===== config.mk =====
export PLATFORM = sky130hd
export DESIGN_NAME = dtx_vector_unit
export DESIGN_NICKNAME = d
export VERILOG_FILES = /design/src/rtl/dtx_pkg.sv /design/src/rtl/dtx_type_decode.sv /design/src/rtl/dtx_vector_unit.sv
export SDC_FILE = /design/constraint.sdc
export NUM_CORES = 1
export LEC_CHECK = 0
export BUFFER_PORTS_ARGS = -buffer_cell sky130_fd_sc_hd__buf_2
export CORE_MARGIN = 3
export CORE_UTILIZATION = 55
export CTS_CLUSTER_SIZE = 14
export DETAILED_ROUTE_END_ITERATION = 10
export GPL_TIMING_DRIVEN = 0
export PLACE_DENSITY = 0.85
export SLEW_MARGIN = 10
export SYNTH_ARGS = -nofsm -noshare
export SYNTH_HDL_FRONTEND = slang
export SYNTH_SLANG_ARGS = --single-unit

===== constraint.sdc =====
create_clock -name mclk_i -period 5 [get_ports mclk_i]
set_input_delay 0.75 -clock mclk_i [delete_from_list [all_inputs] [get_ports mclk_i]]
set_output_delay 0.75 -clock mclk_i [all_outputs]
set_load 0.02 [all_outputs]

===== src/rtl/dtx_pkg.sv =====
/*
  dtx_pkg: constants for the descriptor type decoder and exception vector unit.
  Assumes a single core clock domain; included by all dtx design files.
*/
package dtx_pkg;

  // ----------------------------------------------------------------
  // vector numbers
  // ----------------------------------------------------------------
  localparam logic [7:0] VEC_DIVIDE      = 8'h00;
  localparam logic [7:0] VEC_DEBUG       = 8'h01;
  localparam logic [7:0] VEC_NMI         = 8'h02;
  localparam logic [7:0] VEC_BREAKPOINT  = 8'h03;
  localparam logic [7:0] VEC_OVERFLOW    = 8'h04;
  localparam logic [7:0] VEC_BOUNDS      = 8'h05;
  localparam logic [7:0] VEC_INV_OPCODE  = 8'h06;
  localparam logic [7:0] VEC_DEV_NA      = 8'h07;
  localparam logic [7:0] VEC_DOUBLE      = 8'h08;
  localparam logic [7:0] VEC_RESERVED9   = 8'h09;
  localparam logic [7:0] VEC_INV_TASKSEG = 8'h0A;
  localparam logic [7:0] VEC_SEG_NP      = 8'h0B;
  localparam logic [7:0] VEC_STACK       = 8'h0C;
  localparam logic [7:0] VEC_GEN_PROT    = 8'h0D;
  localparam logic [7:0] VEC_PAGE        = 8'h0E;
  localparam logic [7:0] VEC_RESERVED15  = 8'h0F;
  localparam logic [7:0] VEC_FLOAT       = 8'h10;
  localparam logic [7:0] VEC_ALIGN       = 8'h11;

  // ----------------------------------------------------------------
  // fault sources, index order = priority (low index wins)
  // ----------------------------------------------------------------
  localparam int NUM_SRC   = 16;
  localparam int SRC_W     = 4;
  localparam int SRC_NMI   = 0;
  localparam int SRC_DBG   = 1;
  localparam int SRC_DIV   = 2;
  localparam int SRC_BRK   = 3;
  localparam int SRC_OVF   = 4;
  localparam int SRC_BND   = 5;
  localparam int SRC_INVOP = 6;
  localparam int SRC_DEVNA = 7;
  localparam int SRC_TASK  = 8;
  localparam int SRC_SEGNP = 9;
  localparam int SRC_STACK = 10;
  localparam int SRC_GP    = 11;
  localparam int SRC_PAGE  = 12;
  localparam int SRC_FLT   = 13;
  localparam int SRC_ALIGN = 14;
  localparam int SRC_DESC  = 15;

  // ----------------------------------------------------------------
  // descriptor type codes
  // ----------------------------------------------------------------
  localparam logic [3:0] TY_TSS16_AVAIL = 4'h1;
  localparam logic [3:0] TY_LDT         = 4'h2;
  localparam logic [3:0] TY_TSS16_BUSY  = 4'h3;
  localparam logic [3:0] TY_CALL16      = 4'h4;
  localparam logic [3:0] TY_TASK_GATE   = 4'h5;
  localparam logic [3:0] TY_INT16       = 4'h6;
  localparam logic [3:0] TY_TRAP16      = 4'h7;
  localparam logic [3:0] TY_TSS32_AVAIL = 4'h9;
  localparam logic [3:0] TY_TSS32_BUSY  = 4'hB;
  localparam logic [3:0] TY_CALL32      = 4'hC;
  localparam logic [3:0] TY_INT32       = 4'hE;
  localparam logic [3:0] TY_TRAP32      = 4'hF;
  localparam int TY_BIT_ACC  = 0;
  localparam int TY_BIT_RW   = 1;
  localparam int TY_BIT_DIR  = 2;
  localparam int TY_BIT_CODE = 3;

  // ----------------------------------------------------------------
  // wishbone register map (byte addresses)
  // ----------------------------------------------------------------
  localparam int ADR_W = 4;
  localparam logic [3:0] ADR_STATUS = 4'h0;
  localparam logic [3:0] ADR_CLEAR  = 4'h4;
  localparam logic [3:0] ADR_ENABLE = 4'h8;
  localparam logic [3:0] ADR_VECTOR = 4'hC;
  localparam logic [15:0] ENABLE_RST = 16'h0000;

  typedef enum logic [1:0] {
    DTX_IDLE    = 2'b01,
    DTX_DELIVER = 2'b10
  } dtx_state_e;

endpackage : dtx_pkg


===== src/rtl/dtx_type_decode.sv =====
/*
  dtx_type_decode: purely combinational decode of a 4-bit descriptor type.
  Assumes type code and system flag are stable in the core clock domain.
*/
`timescale 1ns/1ps
module dtx_type_decode
  import dtx_pkg::*;
(
  // descriptor
  input  wire logic [3:0] type_i,
  input  wire logic       sys_i,
  // application class
  output logic            is_data_o,
  output logic            is_code_o,
  output logic            accessed_o,
  output logic            writable_o,
  output logic            expand_down_o,
  output logic            readable_o,
  output logic            conforming_o,
  // system class
  output logic            tss16_avail_o,
  output logic            tss16_busy_o,
  output logic            tss32_avail_o,
  output logic            tss32_busy_o,
  output logic            ldt_o,
  output logic            call_gate_o,
  output logic            task_gate_o,
  output logic            int_gate_o,
  output logic            trap_gate_o,
  output logic            gate32_o,
  output logic            reserved_o
);

  wire app = !sys_i;

  assign is_data_o     = app && !type_i[TY_BIT_CODE]; // see RL1
  assign is_code_o     = app && type_i[TY_BIT_CODE]; // see RL2
  assign accessed_o    = app && type_i[TY_BIT_ACC]; // see RL1
  assign writable_o    = is_data_o && type_i[TY_BIT_RW]; // see RL1
  assign expand_down_o = is_data_o && type_i[TY_BIT_DIR]; // see RL1
  assign readable_o    = is_data_o || (is_code_o && type_i[TY_BIT_RW]); // see RL2
  assign conforming_o  = is_code_o && type_i[TY_BIT_DIR]; // see RL2

  assign tss16_avail_o = sys_i && type_i == TY_TSS16_AVAIL; // see RL3
  assign ldt_o         = sys_i && type_i == TY_LDT; // see RL3
  assign tss16_busy_o  = sys_i && type_i == TY_TSS16_BUSY; // see RL3
  assign tss32_avail_o = sys_i && type_i == TY_TSS32_AVAIL; // see RL3
  assign tss32_busy_o  = sys_i && type_i == TY_TSS32_BUSY; // see RL3
  assign call_gate_o   = sys_i && (type_i == TY_CALL16 || type_i == TY_CALL32); // see RL4
  assign task_gate_o   = sys_i && type_i == TY_TASK_GATE;               // see RL4
  assign int_gate_o    = sys_i && (type_i == TY_INT16 || type_i == TY_INT32);   // see RL4
  assign trap_gate_o   = sys_i && (type_i == TY_TRAP16 || type_i == TY_TRAP32); // see RL4
  assign gate32_o      = call_gate_o | int_gate_o | trap_gate_o ? type_i[TY_BIT_CODE] : 1'b0;
  assign reserved_o    = sys_i && !(tss16_avail_o | ldt_o | tss16_busy_o | tss32_avail_o
                         | tss32_busy_o | call_gate_o | task_gate_o | int_gate_o
                         | trap_gate_o);                                // see RL16

endmodule : dtx_type_decode


===== src/rtl/dtx_vector_unit.sv =====
/*
  dtx_vector_unit: descriptor type decode plus fault-to-vector mapping
  with pending hold, double-fault escalation, and a wishbone status port.
  Assumes fault inputs are one-cycle pulses from core logic on mclk_i,
  and dispatch accepts a vector with vec_ack_i.
*/
// Added by the designer: the placing of the registers and the Wishbone slave port.
`timescale 1ns/1ps
// How it works
// RL1 - data types 0-7: accessed, writable, expand-down
// RL2 - code types 8-F: accessed, readable, conforming
// RL3 - system types decode task segments, local table
// RL4 - gate types decode call, task, interrupt, trap
// RL5 - divide by zero gives vector 0
// RL6 - vectors 1 to 7 for listed causes
// RL7 - fault during delivery gives double fault 8
// RL8 - vector 9 is never raised
// RL9 - invalid target task segment gives vector 10
// RL10 - segment load not present gives vector 11
// RL11 - stack limit or not present gives 12
// RL12 - protection and misc invalid give vector 13
// RL13 - page protection or missing page gives 14
// RL14 - float error gives 16, never 15
// RL15 - unaligned gives 17 only with both bits
// RL16 - reserved system types fault as protection
// RL17 - one vector at a time, lowest source index first
module dtx_vector_unit
  import dtx_pkg::*;
(
  // clock and reset
  input  wire logic        mclk_i,
  input  wire logic        sys_rst_i,
  // descriptor under load
  input  wire logic [3:0]  desc_type_i,
  input  wire logic        desc_sys_i,
  input  wire logic        desc_load_i,
  output logic             desc_data_o,
  output logic             desc_code_o,
  output logic             desc_accessed_o,
  output logic             desc_writable_o,
  output logic             desc_expand_down_o,
  output logic             desc_readable_o,
  output logic             desc_conforming_o,
  output logic             desc_tss_avail_o,
  output logic             desc_tss_busy_o,
  output logic             desc_tss32_o,
  output logic             desc_local_descriptor_table_o,
  output logic             desc_call_gate_o,
  output logic             desc_task_gate_o,
  output logic             desc_int_gate_o,
  output logic             desc_trap_gate_o,
  output logic             desc_gate32_o,
  output logic             desc_invalid_o,
  // fault conditions
  input  wire logic        divide_zero_i,
  input  wire logic        debug_i,
  input  wire logic        nmi_i,
  input  wire logic        breakpoint_i,
  input  wire logic        overflow_i,
  input  wire logic        bounds_i,
  input  wire logic        invalid_opcode_i,
  input  wire logic        device_na_i,
  input  wire logic        task_seg_invalid_i,
  input  wire logic        seg_not_present_i,
  input  wire logic        stack_fault_i,
  input  wire logic        gen_prot_i,
  input  wire logic        page_fault_i,
  input  wire logic        float_error_i,
  input  wire logic        unaligned_i,
  input  wire logic        alignment_check_flag_i,
  input  wire logic        alignment_mask_bit_i,
  // dispatch
  output logic             vec_valid_o,
  output logic [7:0]       vec_num_o,
  input  wire logic        vec_ack_i,
  // wishbone slave
  input  wire logic        wb_cyc_i,
  input  wire logic        wb_stb_i,
  input  wire logic        wb_we_i,
  input  wire logic [3:0]  wb_adr_i,
  input  wire logic [3:0]  wb_sel_i,
  input  wire logic [31:0] wb_dat_i,
  output logic [31:0]      wb_dat_o,
  output logic             wb_ack_o,
  // interrupt
  output logic             irq_o
);

  // ----------------------------------------------------------------
  // descriptor decode
  // ----------------------------------------------------------------
  logic t16a, t16b, t32a, t32b, rsv;

  dtx_type_decode u_dec (
    .type_i        (desc_type_i),
    .sys_i         (desc_sys_i),
    .is_data_o     (desc_data_o),
    .is_code_o     (desc_code_o),
    .accessed_o    (desc_accessed_o),
    .writable_o    (desc_writable_o),
    .expand_down_o (desc_expand_down_o),
    .readable_o    (desc_readable_o),
    .conforming_o  (desc_conforming_o),
    .tss16_avail_o (t16a),
    .tss16_busy_o  (t16b),
    .tss32_avail_o (t32a),
    .tss32_busy_o  (t32b),
    .ldt_o         (desc_local_descriptor_table_o),
    .call_gate_o   (desc_call_gate_o),
    .task_gate_o   (desc_task_gate_o),
    .int_gate_o    (desc_int_gate_o),
    .trap_gate_o   (desc_trap_gate_o),
    .gate32_o      (desc_gate32_o),
    .reserved_o    (rsv)
  );

  assign desc_tss_avail_o = t16a | t32a;
  assign desc_tss_busy_o  = t16b | t32b;
  assign desc_tss32_o     = t32a | t32b;
  assign desc_invalid_o   = rsv;

  // ----------------------------------------------------------------
  // fault sources
  // ----------------------------------------------------------------
  wire align_fault = unaligned_i && alignment_check_flag_i && alignment_mask_bit_i; // see RL15
  wire desc_fault  = desc_load_i && rsv;                                           // see RL16

  wire [NUM_SRC-1:0] raw_src;
  assign raw_src[SRC_NMI]   = nmi_i;
  assign raw_src[SRC_DBG]   = debug_i;
  assign raw_src[SRC_DIV]   = divide_zero_i;
  assign raw_src[SRC_BRK]   = breakpoint_i;
  assign raw_src[SRC_OVF]   = overflow_i;
  assign raw_src[SRC_BND]   = bounds_i;
  assign raw_src[SRC_INVOP] = invalid_opcode_i;
  assign raw_src[SRC_DEVNA] = device_na_i;
  assign raw_src[SRC_TASK]  = task_seg_invalid_i;
  assign raw_src[SRC_SEGNP] = seg_not_present_i;
  assign raw_src[SRC_STACK] = stack_fault_i;
  assign raw_src[SRC_GP]    = gen_prot_i;
  assign raw_src[SRC_PAGE]  = page_fault_i;
  assign raw_src[SRC_FLT]   = float_error_i;
  assign raw_src[SRC_ALIGN] = align_fault;
  assign raw_src[SRC_DESC]  = desc_fault;

  // ----------------------------------------------------------------
  // source to vector map
  // ----------------------------------------------------------------
  function automatic logic [7:0] src_vector(input logic [SRC_W-1:0] s);
    logic [7:0] v;
    case (s)
      4'h0: v = VEC_NMI; // see RL6
      4'h1: v = VEC_DEBUG; // see RL6
      4'h2: v = VEC_DIVIDE; // see RL5
      4'h3: v = VEC_BREAKPOINT; // see RL6
      4'h4: v = VEC_OVERFLOW; // see RL6
      4'h5: v = VEC_BOUNDS; // see RL6
      4'h6: v = VEC_INV_OPCODE; // see RL6
      4'h7: v = VEC_DEV_NA; // see RL6
      4'h8: v = VEC_INV_TASKSEG; // see RL9
      4'h9: v = VEC_SEG_NP; // see RL10
      4'hA: v = VEC_STACK; // see RL11
      4'hB: v = VEC_GEN_PROT; // see RL12
      4'hC: v = VEC_PAGE; // see RL13
      4'hD: v = VEC_FLOAT; // see RL14
      4'hE: v = VEC_ALIGN; // see RL15
      4'hF: v = VEC_GEN_PROT; // see RL16
      default: v = VEC_GEN_PROT;
    endcase
    // reserved 9 and 15 are unreachable by construction, see RL8
    return v;
  endfunction : src_vector

  // ----------------------------------------------------------------
  // pending hold and selection
  // ----------------------------------------------------------------
  dtx_state_e        state;
  dtx_state_e        next_state;
  logic [NUM_SRC-1:0] pending;
  logic [NUM_SRC-1:0] next_pending;
  logic [7:0]         cur_vec;
  logic [7:0]         next_cur_vec;
  logic               cur_double;

  wire [NUM_SRC-1:0] all_req = pending | raw_src;
  wire               any_req = |all_req;

  logic [SRC_W-1:0] pick;
  always_comb begin
    pick = '0;
    for (int i = NUM_SRC - 1; i >= 0; i--) begin
      if (all_req[i]) begin
        pick = SRC_W'(i);                                   // see RL17
      end
    end
  end

  wire [NUM_SRC-1:0] pick_mask = NUM_SRC'(1) << pick;
  wire               delivering = (state == DTX_DELIVER);
  wire               new_in_delivery = delivering && !vec_ack_i && |raw_src && !cur_double;

  always_comb begin
    next_state   = state;
    next_pending = pending;
    next_cur_vec = cur_vec;
    case (state)
      DTX_IDLE: begin
        if (any_req) begin
          next_state   = DTX_DELIVER;
          next_cur_vec = src_vector(pick);
          next_pending = all_req & ~pick_mask;              // see RL17
        end
      end
      DTX_DELIVER: begin
        if (vec_ack_i) begin
          next_state   = DTX_IDLE;
          next_pending = pending | raw_src;
        end else if (new_in_delivery) begin
          next_cur_vec = VEC_DOUBLE;                        // see RL7
        end else begin
          next_pending = pending | raw_src;
        end
      end
      default: begin
        next_state   = DTX_IDLE;
        next_pending = '0;
        next_cur_vec = VEC_GEN_PROT;
      end
    endcase
  end

  always_ff @(posedge mclk_i) begin
    if (sys_rst_i) begin
      state      <= DTX_IDLE;
      pending    <= '0;
      cur_vec    <= VEC_DIVIDE;
      cur_double <= 1'b0;
    end else begin
      state      <= next_state;
      pending    <= next_pending;
      cur_vec    <= next_cur_vec;
      cur_double <= (next_state == DTX_DELIVER) && (next_cur_vec == VEC_DOUBLE);
    end
  end

  assign vec_valid_o = delivering;
  assign vec_num_o   = cur_vec;

  // ----------------------------------------------------------------
  // event status, enable and interrupt
  // ----------------------------------------------------------------
  logic [NUM_SRC-1:0] status;
  logic [NUM_SRC-1:0] enable;

  wire wb_req  = wb_cyc_i && wb_stb_i && !wb_ack_o;
  wire wb_wr   = wb_req && wb_we_i;
  wire hit_clr = wb_wr && (wb_adr_i == ADR_CLEAR);
  wire hit_en  = wb_wr && (wb_adr_i == ADR_ENABLE);

  wire [NUM_SRC-1:0] wr_mask = {{8{wb_sel_i[1]}}, {8{wb_sel_i[0]}}};
  wire [NUM_SRC-1:0] clr_bits = hit_clr ? (wb_dat_i[NUM_SRC-1:0] & wr_mask) : '0;
  wire [NUM_SRC-1:0] next_status = (status & ~clr_bits) | raw_src;
  wire [NUM_SRC-1:0] next_enable = (enable & ~wr_mask) | (wb_dat_i[NUM_SRC-1:0] & wr_mask);

  always_ff @(posedge mclk_i) begin
    if (sys_rst_i) begin
      status <= '0;
      enable <= ENABLE_RST;
    end else begin
      status <= next_status;
      if (hit_en) begin
        enable <= next_enable;
      end
    end
  end

  assign irq_o = |(status & enable);

  // ----------------------------------------------------------------
  // wishbone read path, one wait-free ack cycle
  // ----------------------------------------------------------------
  logic [31:0] rd_mux;
  always_comb begin
    case (wb_adr_i)
      ADR_STATUS: rd_mux = {16'h0000, status};
      ADR_ENABLE: rd_mux = {16'h0000, enable};
      ADR_VECTOR: rd_mux = {15'h0000, cur_double, 7'h00, delivering, cur_vec};
      default:    rd_mux = 32'h0000_0000;
    endcase
  end

  always_ff @(posedge mclk_i) begin
    if (sys_rst_i) begin
      wb_ack_o <= 1'b0;
      wb_dat_o <= 32'h0000_0000;
    end else begin
      wb_ack_o <= wb_req;
      wb_dat_o <= wb_req ? rd_mux : 32'h0000_0000;
    end
  end

endmodule : dtx_vector_unit


## Word level (Yosys, flattened, before mapping)

Memories as Yosys holds them, arrays and structs flattened.
Index checks and enable logic that the tools add are counted.

- Bits in registers: 92
- ROM bits: 80
- Input port bits: 69
- Output and inout port bits: 60
- Word-level logic and storage cells: 131
- Memories: 1

- Eq/ne operators: 21
- Shift-type cells: 1
- Muxes and demuxes: 30
- Bitwise logic cells: 25
- Reduce and logical (&&, ||, !) cells: 45

Memories:

| memory | words | bits a word | read ports | clocked after memory_dff | write ports | RTL line | source |
|---|---|---|---|---|---|---|---|
| (no name shown) | 16 | 5 | 1 | 0 | 0 | dtx_vector_unit.sv:151 | `case (s)` |

Operators with widths:

| cell | number |
|---|---|
| 16-bit AND | 5 |
| 16-bit 2-to-1 mux | 4 |
| 4-bit 2-to-1 mux | 16 |
| 17-bit case mux with 3 select lines | 1 |
| 16-bit NOT | 3 |
| 16-bit bitwise OR | 3 |
| 16-bit OR reduction | 3 |
| 16-bit case mux with 2 select lines | 1 |
| 1-bit logical AND | 29 |
| 4-bit == test (second input constant) | 7 |
| 8-bit 2-to-1 mux | 3 |
| 4-bit by 3-bit == test with 1-bit output (second input constant) | 5 |
| 8-bit case mux with 2 select lines | 1 |
| 1-bit by 4-bit left shift with 16-bit output (first input constant) | 1 |
| 1-bit bitwise OR | 13 |
| 4-bit by 2-bit == test with 1-bit output (second input constant) | 2 |
| 8-bit by 4-bit == test with 1-bit output (second input constant) | 1 |
| 1-bit logical NOT | 6 |
| 2-bit == test (second input constant) | 2 |
| 4-bit by 1-bit == test with 1-bit output (second input constant) | 1 |
| 4-bit logical NOT | 1 |
| 1-bit logical OR | 4 |
| 2-bit 2-to-1 mux | 2 |
| 2-bit case mux with 2 select lines | 1 |
| other kinds (7) | 7 |

## Logic depth before layout (Yosys ltp)

- Depth in word-level cells: 35
- Gate-level depth with buffers: 13
- Gate-level depth less buffers: 12

## By module

A second synthesis with hierarchy kept.

- Cell total of the unflattened synthesis: 486
- Area, all modules: 4182.8 µm²

By module, submodules not included:

| module | instances | cells each | area an instance (µm²) | sequential area each (µm²) |
|---|---|---|---|---|
| dtx_vector_unit | 1 | 456 | 3995.1 | 1541.5 |
| dtx_type_decode | 1 | 30 | 187.7 | 0.0 |

## Least setup slack after synthesis

No wires, ideal clock.

- Path kind: input -> register
- From: in desc_type_i[0]
- To: reg cur_double
- Library setup time: 124 ps
- Data arrival time: 2947 ps
- Required time: 4876 ps
- Setup slack: 1929 ps
- Cell stages on the path: 11
- Path buffers: 0
- Cell sequence: or3b_4 > o21a_1 > a21oi_1 > nor3_1 > nor4_4 > ha_1 > a211oi_1 > o21ai_0 > a211oi_1 > nand4b_1 > nor4_2

- Longest elaborated chain between the ends: 35
- Elaborated cells on any way between the ends: 66
- Classes of those cells: eq/ne (14); mux (22); bitwise (9); reduce/logical (20); memory (1)

RTL lines:

| element | RTL line | source |
|---|---|---|
| start: declaration | dtx_vector_unit.sv:34 | `input wire logic [3:0] desc_type_i,` |
| 4-bit by 1-bit == test with 1-bit output or 4-bit by 2-bit == test with 1-bit output (tied branches) | dtx_type_decode.sv:44, dtx_type_decode.sv:45 |  |
| 1-bit logical AND (on tied branches) | dtx_type_decode.sv:44, dtx_type_decode.sv:45 |  |
| 1-bit bitwise OR (3 in series) | dtx_type_decode.sv:54 | `assign reserved_o = sys_i && !(tss16_avail_o \| ldt_o \| tss16_busy_o \| tss32_avail_o` |
| 1-bit bitwise OR (4 in series) | dtx_type_decode.sv:55 | `\| tss32_busy_o \| call_gate_o \| task_gate_o \| int_gate_o` |
| 1-bit bitwise OR (*) | dtx_type_decode.sv:56 | `\| trap_gate_o);` |
| 1-bit logical NOT (*) | dtx_type_decode.sv:54 |  |
| 1-bit logical AND (*) | dtx_type_decode.sv:54 |  |
| 1-bit logical AND (*) | dtx_vector_unit.sv:126 | `wire desc_fault = desc_load_i && rsv;` |
| 16-bit bitwise OR | dtx_vector_unit.sv:185 | `wire [NUM_SRC-1:0] all_req = pending \| raw_src;` |
| 4-bit 2-to-1 mux (16 in series) | dtx_vector_unit.sv:192 | `if (all_req[i]) begin` |
| memory 16 x 5 bit | - |  |
| 8-bit 2-to-1 mux | dtx_vector_unit.sv:208 | `if (any_req) begin` |
| 8-bit case mux with 2 select lines | dtx_vector_unit.sv:206 | `case (state)` |
| 8-bit by 4-bit == test with 1-bit output | dtx_vector_unit.sv:242 | `cur_double <= (next_state == DTX_DELIVER) && (next_cur_vec == VEC_DOUBLE);` |
| 1-bit logical AND (*) | dtx_vector_unit.sv:242 |  |
| end signal: assignment | dtx_vector_unit.sv:242 |  |
| end: declaration | dtx_vector_unit.sv:183 | `logic cur_double;` |

Mark *: on every way between the ends. The rest lies on a longest branch, timed or not.
A chain may end at the register's enable or synchronous reset.

## Final worst setup path

Same ends and word-level chain as after synthesis.

==> impl_metrics.json <==
{
  "grt_pass1_wl_mm": 20.3,
  "critical-path-max-stage-delay_ns": 0.42,
  "final_common_cell": "buf_2",
  "postSynth.asyncResetShare": 0,
  "run_status": "complete, no violations",
  "die_outline_height_um": 92.4,
  "worst_setup_path_start_kind": "input pin",
  "count_of_flip_flops_with_a_built_in_enable_after_synthesis": 0,
  "worst_clock_skew_ns": 0.00931,
  "crit_share_post_route": 0.635,
  "cts_buffer_depth": 2,
  "number_of_buffers_created_by_cts": 9,
  "diodes": 0,
  "cts.htree.levels": 3,
  "upper_clock_frequency_limit_ghz": 0.315,
  "cts_resized": 0,
  "gp_congestion": 1.04,
  "avgRoutedWirePerCell_um": 17.5,
  "via_count": 4478,
  "pin_count": 129,
  "area_of_all_placed_cells_without_fillers_mm2": 0.00494,
  "netlist_instances": 526,
  "post_drt_via_cell_ratio": 6.02,
  "syn_area_mm2": 0.00410,
  "critical-path-top-cell-by-count": "a211oi_1",
  "drt_iter0_markers": 361,
  "grt_overflow_total": 0,
  "arrival_ns": 3.41,
  "worst_skew_late_latency_ns": 0.36,
  "nets": 718,
  "critical_path.cell_chain": "buf_2 -> or3b_4 -> o21a_1 -> a21oi_1 -> nor3_1 -> nor4_4 -> ha_1 -> a211oi_1 -> o21ai_0 -> a211oi_1 -> nand4b_1 -> nor4_2",
  "worst_path_dominant_cell_family": "compound AO/OA/AOI/OAI gates",
  "antenna_violations_before_repair": 0,
  "vias_in_the_first_global_route": 4115,
  "ir_worst_vdd_mv": 0.214,
  "remaining_drc_errors": 0,
  "final.setup.tns_ns": 0,
  "placementRows": 30,
  "hold_viol": 0,
  "setup_viol_count_final": 0,
  "cts_tree": "yes",
  "critical_path_data_required_time_ns": 5.24,
  "min_period_ns": 3.18,
  "synth.yosys.seq_area_share": 0.376,
  "slew_violations": 0,
  "number_of_iterations_in_the_first_detailed_routing_pass": 6,
  "grt_max_degree": 16,
  "postRouteWirelength_mm": 13.0,
  "power_leakage_uw": 0.00203,
  "timing.critical_path.fanout_max": 6,
  "max_cap_viol_count": 0,
  "portBuffers": 92,
  "ys.warnings.count": 0,
  "synth.lib_cells_used.distinct": 60,
  "most_frequent_cells_in_the_layout": "buf_2 (97), dfxtp_1 (77), nand2_1 (72), nor2_1 (71), a21oi_1 (69)",
  "start_util": 0.584,
  "worst_setup_hold_path_clk_slew_ns": 0.08,
  "postCtsSetupRepairBufs": 0,
  "rsz0062_at_grt": "false",
  "max_slew.worst_pin.slew_ns": 1.25,
  "power.density_cell_area_mw_per_mm2": 399,
  "endpoint_kind": "flip-flop",
  "postRouteAntennaNets": 0,
  "placedInstanceArea_mm2": 0.00474,
  "layout-drive-gt1-share": 0.236,
  "die_w_um": 92.4,
  "core_region_area_mm2": 0.00702,
  "critical_path.n_buffers_inverters": 1,
  "dp.final_hpwl_mm": 9.93,
  "worstHoldPathType": "reg -> reg",
  "ys_dominant_reg_cell": "dfxtp_1",
  "die_area_mm2": 0.00853,
  "syn_area_per_cell_um2": 7.80,
  "clock-sinks": 77,
  "areaGrowthSynthToFinish_pct": 20.5,
  "grt.total_usage": 0.299,
  "slew_headroom": 0.158,
  "postCtsHoldBufs": 0,
  "critical_path_class": "in -> reg",
  "cp_slowest_cell": "or3b_4",
  "ctsRootBufferMaster": "clkbuf_8",
  "synth.ff_latch_count": 77
}
[path summary, 6_finish.rpt]
path / start / to / cells past startpoint / slack [ns]
hold reg to reg: wb_ack_o / wb_ack_o / 1 / 0.48
setup reg to reg: pending[2] / cur_double / 10 / 2.02
setup / recovery: desc_type_i[0] / cur_double / 12 / 1.82
hold / removal: wb_ack_o / wb_ack_o / 1 / 0.48
[metal layers]
layer / routed length, um / vias up / GRT usage
met2: 6030 / 263 / 0.486
met5: 0 / - / 0
met1: 5250 / 2065 / 0.381
met3: 1220 / 44 / 0.0601
met4: 503 / 0 / 0.140
li1: - / 2106 / -
[through the flow]
stage / worst slack, ns / power [uW] / std cells / utilization / hold WS (ns)
after floorplan: 1.93 / 1260 / 540 / - / 0.449
after global placement: 1.48 / 1440 / 728 / 0.675 / 0.451
after detailed placement: 1.48 / 1460 / 728 / 0.675 / 0.468
after CTS: 1.84 / 1950 / 744 / 0.704 / 0.481
after global routing: 1.72 / 2070 / 744 / 0.704 / 0.505
final: 1.82 / 1970 / 744 / 0.704 / 0.479
[synth_stat cells (9+ instances only)]
cell / instances / area, um^2
nor3_1: 27 / 135
nor2_1: 71 / 267
nand3_1: 26 / 130
buf_4: 18 / 135
a21oi_1: 69 / 345
clkbuf_1: 20 / 75.1
and3_1: 10 / 62.6
inv_1: 10 / 37.5
dfxtp_1: 77 / 1540
a222oi_1: 9 / 90.1
nand2_1: 72 / 270
nor4_1: 11 / 68.8
[cell type report]
type / count / area [um^2]
clock buffer: 9 / 124
buffer: 46 / 262
fill: 616 / 2080
tap: 96 / 120
sequential: 77 / 1540
timing repair buffer: 92 / 460
inverter: 11 / 41.3
clock inverter: 7 / 82.6
multi-input combinational: 406 / 2310
[power by group]
part / switching (uW) / internal (uW)
clock network: 265 / 239
logic: 451 / 264
registers: 73.3 / 681
[cells by family (layout without fill, tap and decap cells)]
kind of cell	Yosys count	after routing	synth area share
AOI/OAI and AO/OA	133	133	0.223
adders and majority gates	6	6	0.0183
buffers and inverters	57	165	0.0738
DFF	77	77	0.376
other	1	15	0.000914
and+or+nand+nor	252	252	0.308
Power figures use the tool's default switching activity.
